### src/include/pca_pkg.sv
/*
 * package for the counter array: register offsets, field positions,
 * reset values, count source encodings and bus carrier structs.
 * assumes a 32-bit avalon-mm slave with word addressing by byte address.
 */
package pca_pkg;

   // register byte offsets
   localparam logic [7:0] OFS_MODE    = 8'h00; // counter_mode_register
   localparam logic [7:0] OFS_CONTROL = 8'h04; // counter_control_register
   localparam logic [7:0] OFS_COUNT_L = 8'h08; // counter_low_byte
   localparam logic [7:0] OFS_COUNT_H = 8'h0C; // counter_high_byte
   localparam logic [7:0] OFS_IDLE    = 8'h10; // cpu idle indication
   localparam logic [7:0] OFS_MMODE   = 8'h20; // module_mode_register n
   localparam logic [7:0] OFS_VAL_L   = 8'h40; // module_value_low n
   localparam logic [7:0] OFS_VAL_H   = 8'h60; // module_value_high n
   localparam logic [7:0] OFS_STRIDE  = 8'h04;

   localparam int NUM_MOD = 5;
   localparam int WD_MOD  = 4;

   // counter_mode_register bits
   localparam int B_IDLE_STOP = 7;
   localparam int B_WDOG_EN   = 6;
   localparam int B_SRC_HI    = 2;
   localparam int B_SRC_LO    = 1;
   localparam int B_OVF_IE    = 0;
   localparam logic [7:0] MODE_MASK = 8'hC7;

   // counter_control_register bits
   localparam int B_OVF_FLAG = 7;
   localparam int B_RUN      = 6;

   // module_mode_register bits
   localparam int B_COMP_EN  = 6;
   localparam int B_CAP_RISE = 5;
   localparam int B_CAP_FALL = 4;
   localparam int B_HIT_FLAG = 3;
   localparam int B_INVERT   = 2;
   localparam int B_PWM      = 1;
   localparam int B_MOD_IE   = 0;
   localparam logic [7:0] MMODE_MASK = 8'h7F;

   localparam logic [7:0]  BYTE_ZERO = 8'h00;
   localparam logic [7:0]  BYTE_FF   = 8'hFF;
   localparam logic [31:0] READ_ZERO = 32'h0000_0000;

   // count source select encodings
   typedef enum logic [1:0] {
      SRC_DIV6 = 2'h0,
      SRC_DIV2 = 2'h1,
      SRC_T0   = 2'h2,
      SRC_EXT  = 2'h3
   } src_t;

   localparam logic [2:0] DIV6_LAST = 3'h5;

   // avalon request carrier
   typedef struct packed {
      logic [7:0]  address;
      logic        read;
      logic        write;
      logic [3:0]  byteenable;
      logic [31:0] writedata;
   } av_req_t;

   // avalon answer carrier
   typedef struct packed {
      logic        waitrequest;
      logic [31:0] readdata;
   } av_rsp_t;

endpackage

### src/core/pca_core.sv
/*
 * programmable counter array: shared 16-bit time base and five
 * compare/capture modules with capture, timer, toggle, pwm and watchdog.
 * assumes asynchronous pin inputs, synchronised here, a 40 MHz clock and an avalon-mm master.
 */
`timescale 1ns/100ps

// Summary of operation
// - counter advances on clk/6, clk/2, timer 0 overflow or external pin.
// - select 00 clk/6, 01 clk/2, 10 timer0, 11 external pin.
// - one 16-bit counter, high and low bytes, times all five modules.
// - idle stop bit set halts counter while cpu idles.
// - counter runs only while run control bit is set.
// - overflow flag set on rollover; only a software write clears it.
// - module event flag set on match or capture; software may clear.
// - all five module events and overflow share one interrupt line.
// - module interrupt enable gates its event flag onto the interrupt.
// - unused pins stay ordinary port I/O.
// - falling, rising or both edge enables arm capture on module input.
// - valid edge copies counter into module value pair, sets event flag.
// - comparator and hit enables set flag when counter equals value.
// - hit flag enable sets event flag on every equality.
// - invert, hit and comparator enables toggle output on each match.
// - pwm output low while counter low below compare low, else high.
// - in pwm, compare low reloads from compare high at low byte wrap.
// - all pwm outputs share one frequency, duty set per module.
// - module 4 watchdog: enable set and match issues internal reset.
// - watchdog reset never drives external reset pin.
// - module 4 keeps ordinary modes while watchdog disabled.
module pca_core
   import pca_pkg::*;
(
   // clock and reset
   input  wire logic                 clk,
   input  wire logic                 rst_n,
   // register bus
   input  wire pca_pkg::av_req_t     av_req,
   output pca_pkg::av_rsp_t          av_rsp,
   // count sources
   input  wire logic                 timer0_overflow,
   input  wire logic                 external_count_input,
   // module pins
   input  wire logic [4:0]           module_io_pin_in,
   output logic      [4:0]           module_io_pin_out,
   output logic      [4:0]           module_io_pin_oe,
   // system
   output logic                      irq,
   output logic                      watchdog_reset
);
   import pca_pkg::*;

   logic [7:0]  counter_mode_register;
   logic        run_control_bit;
   logic        overflow_flag;
   logic [4:0]  module_event_flag;
   logic [7:0]  module_mode_register [NUM_MOD];
   logic [7:0]  module_value_low     [NUM_MOD];
   logic [7:0]  module_value_high    [NUM_MOD];
   logic [7:0]  counter_low_byte;
   logic [7:0]  counter_high_byte;
   logic        cpu_idle;
   logic [2:0]  prescale;
   logic [1:0]  ext_sync;
   logic        ext_prev;
   logic [9:0]  cap_sync;
   logic [4:0]  cap_prev;
   logic [4:0]  pin_level;
   logic        tick;
   logic [15:0] next_count;
   logic        wr_hit;
   logic        rd_hit;
   logic [31:0] next_readdata;
   logic [4:0]  hit;
   logic [4:0]  hit_prev;
   logic [4:0]  capture;
   logic        low_wrap;
   logic [7:0]  wdata;

   // register address within a module group
   function automatic logic in_group(input logic [7:0] a,
                                     input logic [7:0] base);
      in_group = (a >= base) &&
                 (a < base + 8'(NUM_MOD * 4));
   endfunction

   function automatic int unsigned mod_idx(input logic [7:0] a);
      mod_idx = int'(a[4:2]);
   endfunction

   assign wdata  = av_req.writedata[7:0];
   assign wr_hit = av_req.write && av_req.byteenable[0];
   assign rd_hit = av_req.read;

   // single-cycle answer, never stalled
   assign av_rsp.waitrequest = 1'b0;

   // input synchronisers and edge history
   always_ff @(posedge clk or negedge rst_n) begin
      if (!rst_n) begin
         ext_sync <= 2'h0;
         ext_prev <= 1'b0;
         cap_sync <= 10'h000;
         cap_prev <= 5'h00;
      end else begin
         ext_sync <= {ext_sync[0], external_count_input};
         ext_prev <= ext_sync[1];
         cap_sync <= {cap_sync[4:0], module_io_pin_in};
         cap_prev <= cap_sync[9:5];
      end
   end
   assign pin_level = cap_sync[9:5];

   // clk/6 prescaler
   always_ff @(posedge clk or negedge rst_n) begin
      if (!rst_n) begin
         prescale <= 3'h0;
      end else if (prescale == DIV6_LAST) begin
         prescale <= 3'h0;
      end else begin
         prescale <= prescale + 3'h1;
      end
   end

   // count source selection and gating
   always_comb begin
      tick = 1'b0;
      case (src_t'({counter_mode_register[B_SRC_HI],
                    counter_mode_register[B_SRC_LO]}))
         SRC_DIV6: tick = (prescale == DIV6_LAST);
         SRC_DIV2: tick = prescale[0];
         SRC_T0:   tick = timer0_overflow;
         SRC_EXT:  tick = ext_sync[1] && !ext_prev;
         default:  tick = 1'b0;
      endcase
      if (!run_control_bit) begin
         tick = 1'b0;
      end
      if (cpu_idle && counter_mode_register[B_IDLE_STOP]) begin
         tick = 1'b0;
      end
   end

   assign next_count = {counter_high_byte, counter_low_byte} + 16'h0001;
   assign low_wrap   = tick && (counter_low_byte == BYTE_FF);

   // shared time base, software may load either byte
   always_ff @(posedge clk or negedge rst_n) begin
      if (!rst_n) begin
         counter_low_byte  <= BYTE_ZERO;
         counter_high_byte <= BYTE_ZERO;
      end else if (wr_hit && av_req.address == OFS_COUNT_L) begin
         counter_low_byte <= wdata;
      end else if (wr_hit && av_req.address == OFS_COUNT_H) begin
         counter_high_byte <= wdata;
      end else if (tick) begin
         counter_low_byte  <= next_count[7:0];
         counter_high_byte <= next_count[15:8];
      end
   end

   // mode, run and idle registers
   always_ff @(posedge clk or negedge rst_n) begin
      if (!rst_n) begin
         counter_mode_register <= BYTE_ZERO;
         run_control_bit       <= 1'b0;
         cpu_idle              <= 1'b0;
      end else if (wr_hit) begin
         if (av_req.address == OFS_MODE) begin
            counter_mode_register <= wdata & MODE_MASK;
         end else if (av_req.address == OFS_CONTROL) begin
            run_control_bit <= wdata[B_RUN];
         end else if (av_req.address == OFS_IDLE) begin
            cpu_idle <= wdata[0];
         end
      end
   end

   // per-module match and capture detection
   always_comb begin
      for (int n = 0; n < NUM_MOD; n++) begin
         hit[n] = module_mode_register[n][B_COMP_EN] &&
                  {counter_high_byte, counter_low_byte} ==
                  {module_value_high[n], module_value_low[n]};
         capture[n] =
            (module_mode_register[n][B_CAP_RISE] &&
             pin_level[n] && !cap_prev[n]) ||
            (module_mode_register[n][B_CAP_FALL] &&
             !pin_level[n] && cap_prev[n]);
      end
   end

   // overflow and event flags; hardware set wins over software clear
   always_ff @(posedge clk or negedge rst_n) begin
      if (!rst_n) begin
         overflow_flag     <= 1'b0;
         module_event_flag <= 5'h00;
      end else begin
         if (wr_hit && av_req.address == OFS_CONTROL) begin
            overflow_flag     <= wdata[B_OVF_FLAG];
            module_event_flag <= wdata[4:0];
         end
         if (tick && next_count == 16'h0000) begin
            overflow_flag <= 1'b1;
         end
         for (int n = 0; n < NUM_MOD; n++) begin
            if (capture[n] ||
                (hit[n] && module_mode_register[n][B_HIT_FLAG])) begin
               module_event_flag[n] <= 1'b1;
            end
         end
      end
   end

   // module mode and value registers, capture and pwm reload
   always_ff @(posedge clk or negedge rst_n) begin
      if (!rst_n) begin
         for (int n = 0; n < NUM_MOD; n++) begin
            module_mode_register[n] <= BYTE_ZERO;
            module_value_low[n]     <= BYTE_ZERO;
            module_value_high[n]    <= BYTE_ZERO;
         end
      end else begin
         for (int n = 0; n < NUM_MOD; n++) begin
            if (capture[n]) begin
               module_value_low[n]  <= counter_low_byte;
               module_value_high[n] <= counter_high_byte;
            end else if (low_wrap && module_mode_register[n][B_PWM] &&
                         module_mode_register[n][B_COMP_EN]) begin
               module_value_low[n] <= module_value_high[n];
            end
         end
         if (wr_hit) begin
            if (in_group(av_req.address, OFS_MMODE)) begin
               module_mode_register[mod_idx(av_req.address)] <=
                  wdata & MMODE_MASK;
            end else if (in_group(av_req.address, OFS_VAL_L)) begin
               module_value_low[mod_idx(av_req.address)] <= wdata;
            end else if (in_group(av_req.address, OFS_VAL_H)) begin
               module_value_high[mod_idx(av_req.address)] <= wdata;
            end
         end
      end
   end

   // pin outputs: toggle once per new match, or pwm compare on low byte
   // a match can stand for many cycles at slow count rates
   always_ff @(posedge clk or negedge rst_n) begin
      if (!rst_n) begin
         module_io_pin_out <= 5'h00;
         hit_prev          <= 5'h00;
      end else begin
         hit_prev <= hit;
         for (int n = 0; n < NUM_MOD; n++) begin
            if (module_mode_register[n][B_PWM] &&
                module_mode_register[n][B_COMP_EN]) begin
               module_io_pin_out[n] <=
                  !(counter_low_byte < module_value_low[n]);
            end else if (hit[n] && !hit_prev[n] &&
                         module_mode_register[n][B_INVERT] &&
                         module_mode_register[n][B_HIT_FLAG]) begin
               module_io_pin_out[n] <= !module_io_pin_out[n];
            end
         end
      end
   end

   // drive a pin only in output modes, else it stays port I/O
   always_comb begin
      for (int n = 0; n < NUM_MOD; n++) begin
         module_io_pin_oe[n] = module_mode_register[n][B_COMP_EN] &&
            (module_mode_register[n][B_PWM] ||
             module_mode_register[n][B_INVERT]);
      end
   end

   // shared interrupt request
   always_ff @(posedge clk or negedge rst_n) begin
      if (!rst_n) begin
         irq <= 1'b0;
      end else begin
         irq <= (overflow_flag && counter_mode_register[B_OVF_IE]) ||
                |(module_event_flag & {
                   module_mode_register[4][B_MOD_IE],
                   module_mode_register[3][B_MOD_IE],
                   module_mode_register[2][B_MOD_IE],
                   module_mode_register[1][B_MOD_IE],
                   module_mode_register[0][B_MOD_IE]});
      end
   end

   // watchdog on module 4; internal reset only, no pin drive
   always_ff @(posedge clk or negedge rst_n) begin
      if (!rst_n) begin
         watchdog_reset <= 1'b0;
      end else begin
         watchdog_reset <= counter_mode_register[B_WDOG_EN] &&
            {counter_high_byte, counter_low_byte} ==
            {module_value_high[WD_MOD], module_value_low[WD_MOD]};
      end
   end

   // read data mux
   always_comb begin
      next_readdata = READ_ZERO;
      if (av_req.address == OFS_MODE) begin
         next_readdata[7:0] = counter_mode_register;
      end else if (av_req.address == OFS_CONTROL) begin
         next_readdata[7:0] = {overflow_flag, run_control_bit, 1'b0,
                               module_event_flag};
      end else if (av_req.address == OFS_COUNT_L) begin
         next_readdata[7:0] = counter_low_byte;
      end else if (av_req.address == OFS_COUNT_H) begin
         next_readdata[7:0] = counter_high_byte;
      end else if (av_req.address == OFS_IDLE) begin
         next_readdata[0] = cpu_idle;
      end else if (in_group(av_req.address, OFS_MMODE)) begin
         next_readdata[7:0] = module_mode_register[mod_idx(av_req.address)];
      end else if (in_group(av_req.address, OFS_VAL_L)) begin
         next_readdata[7:0] = module_value_low[mod_idx(av_req.address)];
      end else if (in_group(av_req.address, OFS_VAL_H)) begin
         next_readdata[7:0] = module_value_high[mod_idx(av_req.address)];
      end
   end

   // read data presented combinationally in the accepted cycle
   assign av_rsp.readdata = rd_hit ? next_readdata : READ_ZERO;

endmodule

### config.mk
export PLATFORM = sky130hd
export DESIGN_NAME = pca_core
export DESIGN_NICKNAME = d
export VERILOG_FILES = /design/src/include/pca_pkg.sv /design/src/core/pca_core.sv
export SDC_FILE = /design/constraint.sdc
export NUM_CORES = 1
export LEC_CHECK = 0
export BUFFER_PORTS_ARGS = -buffer_cell sky130_fd_sc_hd__buf_2
export CAP_MARGIN = 25
export CORE_UTILIZATION = 50
export DETAILED_ROUTE_END_ITERATION = 10
export HOLD_SLACK_MARGIN = 0.12
export PLACE_DENSITY = 0.76
export SLEW_MARGIN = 30
export SYNTH_ARGS = -nofsm -noshare
export SYNTH_HDL_FRONTEND = slang
export SYNTH_SLANG_ARGS = --single-unit
### constraint.sdc
create_clock -name clk -period 2.7 [get_ports clk]
set_input_delay 0.405 -clock clk [delete_from_list [all_inputs] [get_ports clk]]
set_output_delay 0.405 -clock clk [all_outputs]
set_load 0.02 [all_outputs]
==> flow_results.org <==
** Critical path
- In this run the critical register-to-register path is captured at module_value_low[23].
- WS Path Type :: flip-flop to primary output
- Startpoint type of the worst setup path :: flip-flop
- The critical path contains buffers and inverters numbering 2 combined.
- Worst reg-to-reg setup slack :: 0.09 ns
- Critical register-to-register path startpoint :: counter_low_byte[5]
- Most numerous cell on the critical path :: sky130_fd_sc_hd__buf_6
- List of cells traversed by the critical path :: buf_6 -> mux4_2 -> a221o_1 -> o311a_1 -> buf_6
- Required time of the worst setup path :: 2.30 ns
- Top cell family by delay on the critical path :: compound AO/OA/AOI/OAI gates
- Depth of the most critical reg-to-reg path :: 8
- STA classifies the critical path endpoint as a primary output.
- Maximum fanout encountered on the critical timing path :: 2
- Data on the critical path arrives at its endpoint at 2.28 ns.
- Critical Path Slowest Stage Cell :: sky130_fd_sc_hd__mux4_2
- For this run, the slowest stage of the critical path takes 0.46 ns.

** Clock tree
- Master cell of the clock root buffer :: sky130_fd_sc_hd__clkbuf_16
- Clock latency on the worst-skew pair :: 0.45 ns
- H-tree lvl count :: 4
- Clock sink total :: 177
- TritonCTS built the clock tree.
- Clock Tree Buf Depth :: 2
- Clock slew at the register clock pins of the worst setup and hold paths :: 0.08 ns
- CTS Buf Count :: 17

** Die
- Initial standard-cell utilization of the core :: 50.9%
- Chip height :: 154 µm
- The floorplan step set the die width to 154 µm.
- Row count :: 55
- Die area :: 0.0237 mm²
- The total area inside the core boundary comes to 0.0226 mm².
- Ports placed on the boundary :: 100

** Power
- For this design the total switching power over the nets is 3.30 mW.
- The analysis attributes to cell leakage a power of 5.73 nW.
- Seq pwr share :: 43.6%
- Combinational group share of total power :: 26.7%
- Cell-internal power :: 5.59 mW
- Dividing total power by cell area gives a power density of 664 mW/mm².
- Total power for the finished layout comes to 8.89 mW.
- IR Drop Worst-Case VDD :: 0.000430 V
- Share of total power in the clock network :: 29.7%
- Of the total power, the share spent switching nets is 37.1%.

** Synthesis
- Cell types occupying the most area after synthesis :: sky130_fd_sc_hd__dfrtp_1, sky130_fd_sc_hd__mux2i_1, sky130_fd_sc_hd__nand2_1
- Avg Cell Area, Syn :: 9.63 µm²
- In this run, synthesis inferred 0 flip-flops with an integrated enable.
- Share of the synthesized area in the top cell type :: 38.4%
- Synthesized netlist cell count :: 1197
- Unique cell type count in the Yosys netlist :: 68
- By instance count, the leading cell after synthesis is sky130_fd_sc_hd__dfrtp_1.
- For this run, asynchronously set or reset flops after synthesis account for 100%.
- Flops & latches, synth :: 177
- Sequential cell area fraction in the yosys report :: 38.4%
- Synth area leader :: sky130_fd_sc_hd__dfrtp_1
- During synthesis, Yosys emitted a total of 0 warnings.
- Synthesized cell area :: 0.0115 mm²
- The most used flip-flop cell after synthesis is sky130_fd_sc_hd__dfrtp_1.
- Synth top cells by count :: sky130_fd_sc_hd__dfrtp_1, sky130_fd_sc_hd__nand2_1, sky130_fd_sc_hd__mux2i_1

** STA
- Unrepaired setup endpoints after global routing :: yes
- For the pin with the worst max-slew slack, the measured transition is 0.834 ns.
- After layout, the worst path uses 99.6% of the clock period.
- Count of endpoints failing setup in the final report :: 0
- The clock arrives with 0.0128 ns of skew.
- Min Clock Period, post-route :: 2.69 ns
- The number of max-slew violations in the final report is 0.
- The worst pin sits at a relative slew slack of 44.4%.
- The hold violation total from the final report came to 0.
- Max Freq :: 372 MHz
- Final setup margin :: 0.0115 ns

** Global routing
- Wire length of the first global-routing pass :: 60500 µm
- Global route total overflow :: 0
- Entering global routing, the biggest net connects 59 pins.
- For this run, the total global-route usage over all layers was measured as 34.8%.
- The number of global-route vias before repair is 9870.
- Number of antenna violations at the first check in global routing :: 0

** Min path
- HP Start :: cap_sync[2]
- In this run the worst hold path is classified as flip-flop to flip-flop.
- Number of instances on the worst hold path :: 0
- Capture endpoint of the worst hold path :: cap_sync[7]

** Finish
- Non-filler instance count after layout :: 1582
- Area growth syn-to-layout :: 16.2%
- In the final design database the tool counted 1381 nets.
- The repair_antennas step left the layout with diodes totalling 0.
- Fill cells in the final layout number 1891.
- In the final layout, the share of cells above drive strength 1 is 22.7%.

** Drt
- Number of antenna-violating nets in the routed design :: 0
- The first detailed-routing pass took 5 iterations.
- Total via count after detailed routing :: 10200
- In the final routed layout, each cell accounts on average for 25.3 µm.
- Detailed router's first-iteration violation count :: 1172
- Using the TritonRoute via totals, the vias-per-cell ratio works out to 6.45.
- Post-detailed-route DRC marker count :: 0
- Summed over all layers, the routed wires come to 40100 µm.

** Place
- Gp weighted congestion :: 1.00
- The number of placed instances, taps included, is 1536.
- Buffers placed on the I/O ports in this run total 47.
- Final HPWL from detailed placement :: 28500 µm
- Prior to clock tree synthesis, the placed netlist has a worst setup slack of 0.0237 ns.

** Run
- Max-cap violation count :: 0

** Run status
- Status :: completed
==> worst max path at each step <==
stage	from	endpoint	slack, ns	cells past startpoint
6_report	module_value_low[29]	av_rsp[5]	0.01	5
5_1_grt	module_value_low[12]	av_rsp[4]	-0.03	6
4_1_cts	module_value_low[28]	av_rsp[4]	0.002	6
3_5_place_dp	av_req[40]	av_rsp[5]	0.02	7
3_3_place_gp	av_req[40]	av_rsp[5]	0.01	7
2_1_floorplan	counter_low_byte[0]	module_io_pin_out[1]	0.09	9
==> cells by family after synthesis <==
family / Yosys count / synth area share, %
AOI/OAI and AO/OA: 234 / 13.9
xor gates and xnor gates: 54 / 4.10
adders and majority gates: 42 / 4.56
buffers and inverters: 163 / 6.52
DFF: 177 / 38.4
muxes: 159 / 16.7
other: 1 / 0.0325
and+or+nand+nor: 367 / 15.8
==> metrics by stage <==
step	setup TNS (ns)	utilization (%)	hold slack [ns]	instance area, µm²
floorplan	0	-	0.109	11600
global placement	0	55.4	0.331	12500
detailed placement	0	55.4	0.337	12500
CTS	0	58.8	0.357	13300
global route	-0.0591	59.1	0.367	13400
finish	0	59.1	0.355	13400
==> per-layer routing <==
layer  vias to the layer above  global-route usage (%)  part of all wire (%)
li1                       4438                       -                     -
met2                       611                    52.1                    43
met3                       165                    8.77                    10
met1                      4991                    46.3                    40
met5                         -                       0                     0
met4                         0                    19.2                   6.5
==> final cells by class <==
type                            count  area [µm²]  share of cell area (%)
Timing Repair Buffer              162        1270                    9.50
Clock buffer                       17         425                    3.18
Tap cell                          285         357                    2.66
Sequential cell                   177        4430                    33.1
Clock inverter                     15         211                    1.58
Multi-Input combinational cell    881        6520                    48.7
Inverter                           45         169                    1.26
==> layout by cell type, fill, tap and decap left out, types with 5 or more instances in the layout <==
| master | count |
|---|---|
| sky130_fd_sc_hd__a211oi_1 | 9 |
| sky130_fd_sc_hd__a21o_1 | 17 |
| sky130_fd_sc_hd__a21oi_1 | 35 |
| sky130_fd_sc_hd__a221o_1 | 6 |
| sky130_fd_sc_hd__a22oi_1 | 11 |
| sky130_fd_sc_hd__a31oi_1 | 7 |
| sky130_fd_sc_hd__and3_1 | 9 |
| sky130_fd_sc_hd__buf_12 | 10 |
| sky130_fd_sc_hd__buf_2 | 41 |
| sky130_fd_sc_hd__buf_4 | 99 |
| sky130_fd_sc_hd__clkbuf_16 | 17 |
| sky130_fd_sc_hd__clkinv_8 | 6 |
| sky130_fd_sc_hd__conb_1 | 25 |
| sky130_fd_sc_hd__dfrtp_1 | 177 |
| sky130_fd_sc_hd__dlygate4sd3_1 | 7 |
| sky130_fd_sc_hd__ha_1 | 42 |
| sky130_fd_sc_hd__inv_1 | 44 |
| sky130_fd_sc_hd__mux2_2 | 47 |
| sky130_fd_sc_hd__mux2i_1 | 90 |
| sky130_fd_sc_hd__mux4_2 | 22 |
| sky130_fd_sc_hd__nand2_1 | 175 |
| sky130_fd_sc_hd__nand3_1 | 30 |
| sky130_fd_sc_hd__nand4_1 | 20 |
| sky130_fd_sc_hd__nor2_1 | 54 |
| sky130_fd_sc_hd__nor2b_1 | 7 |
| sky130_fd_sc_hd__nor3_1 | 13 |
| sky130_fd_sc_hd__nor3b_1 | 5 |
| sky130_fd_sc_hd__o21a_1 | 10 |
| sky130_fd_sc_hd__o21ai_0 | 51 |
| sky130_fd_sc_hd__o21ai_1 | 8 |
| sky130_fd_sc_hd__o221ai_1 | 34 |
| sky130_fd_sc_hd__o22a_1 | 7 |
| sky130_fd_sc_hd__or2_2 | 6 |
| sky130_fd_sc_hd__xnor2_1 | 26 |
| sky130_fd_sc_hd__xor2_1 | 28 |
==> power groups by stage <==
stage	Sequential [mW]	Combinational, mW	Clock (mW)
2_1_floorplan	3.53	1.62	0
3_3_place_gp	3.87	2.10	0
3_5_place_dp	3.88	2.19	0
4_1_cts	3.82	2.29	2.66
5_1_grt	3.89	2.62	2.77
6_report	3.87	2.37	2.64
==> state kept, by name, summed over array words and instances, names as in the netlist <==
register	flops
watchdog_reset	1
counter_low_byte	8
hit_prev	5
ext_prev	1
ext_sync	2
cap_prev	5
cpu_idle	1
run_control_bit	1
overflow_flag	1
irq	1
cap_sync	10
counter_high_byte	8
module_io_pin_out	5
module_event_flag	5
module_mode_register	35
module_value_low	40
prescale	3
module_value_high	40
counter_mode_register	5
==> timing repair <==
action | 4_1_cts | 5_1_grt
buffers inserted | 6 | 3
hold buffers | 7 | 0
pin swaps | 0 | 5
resized for setup | 4 | 18
endpoints found under the hold margin | 61 | 0
setup endpoints to repair | 3 | 7
Power figures use the tool's default switching activity.
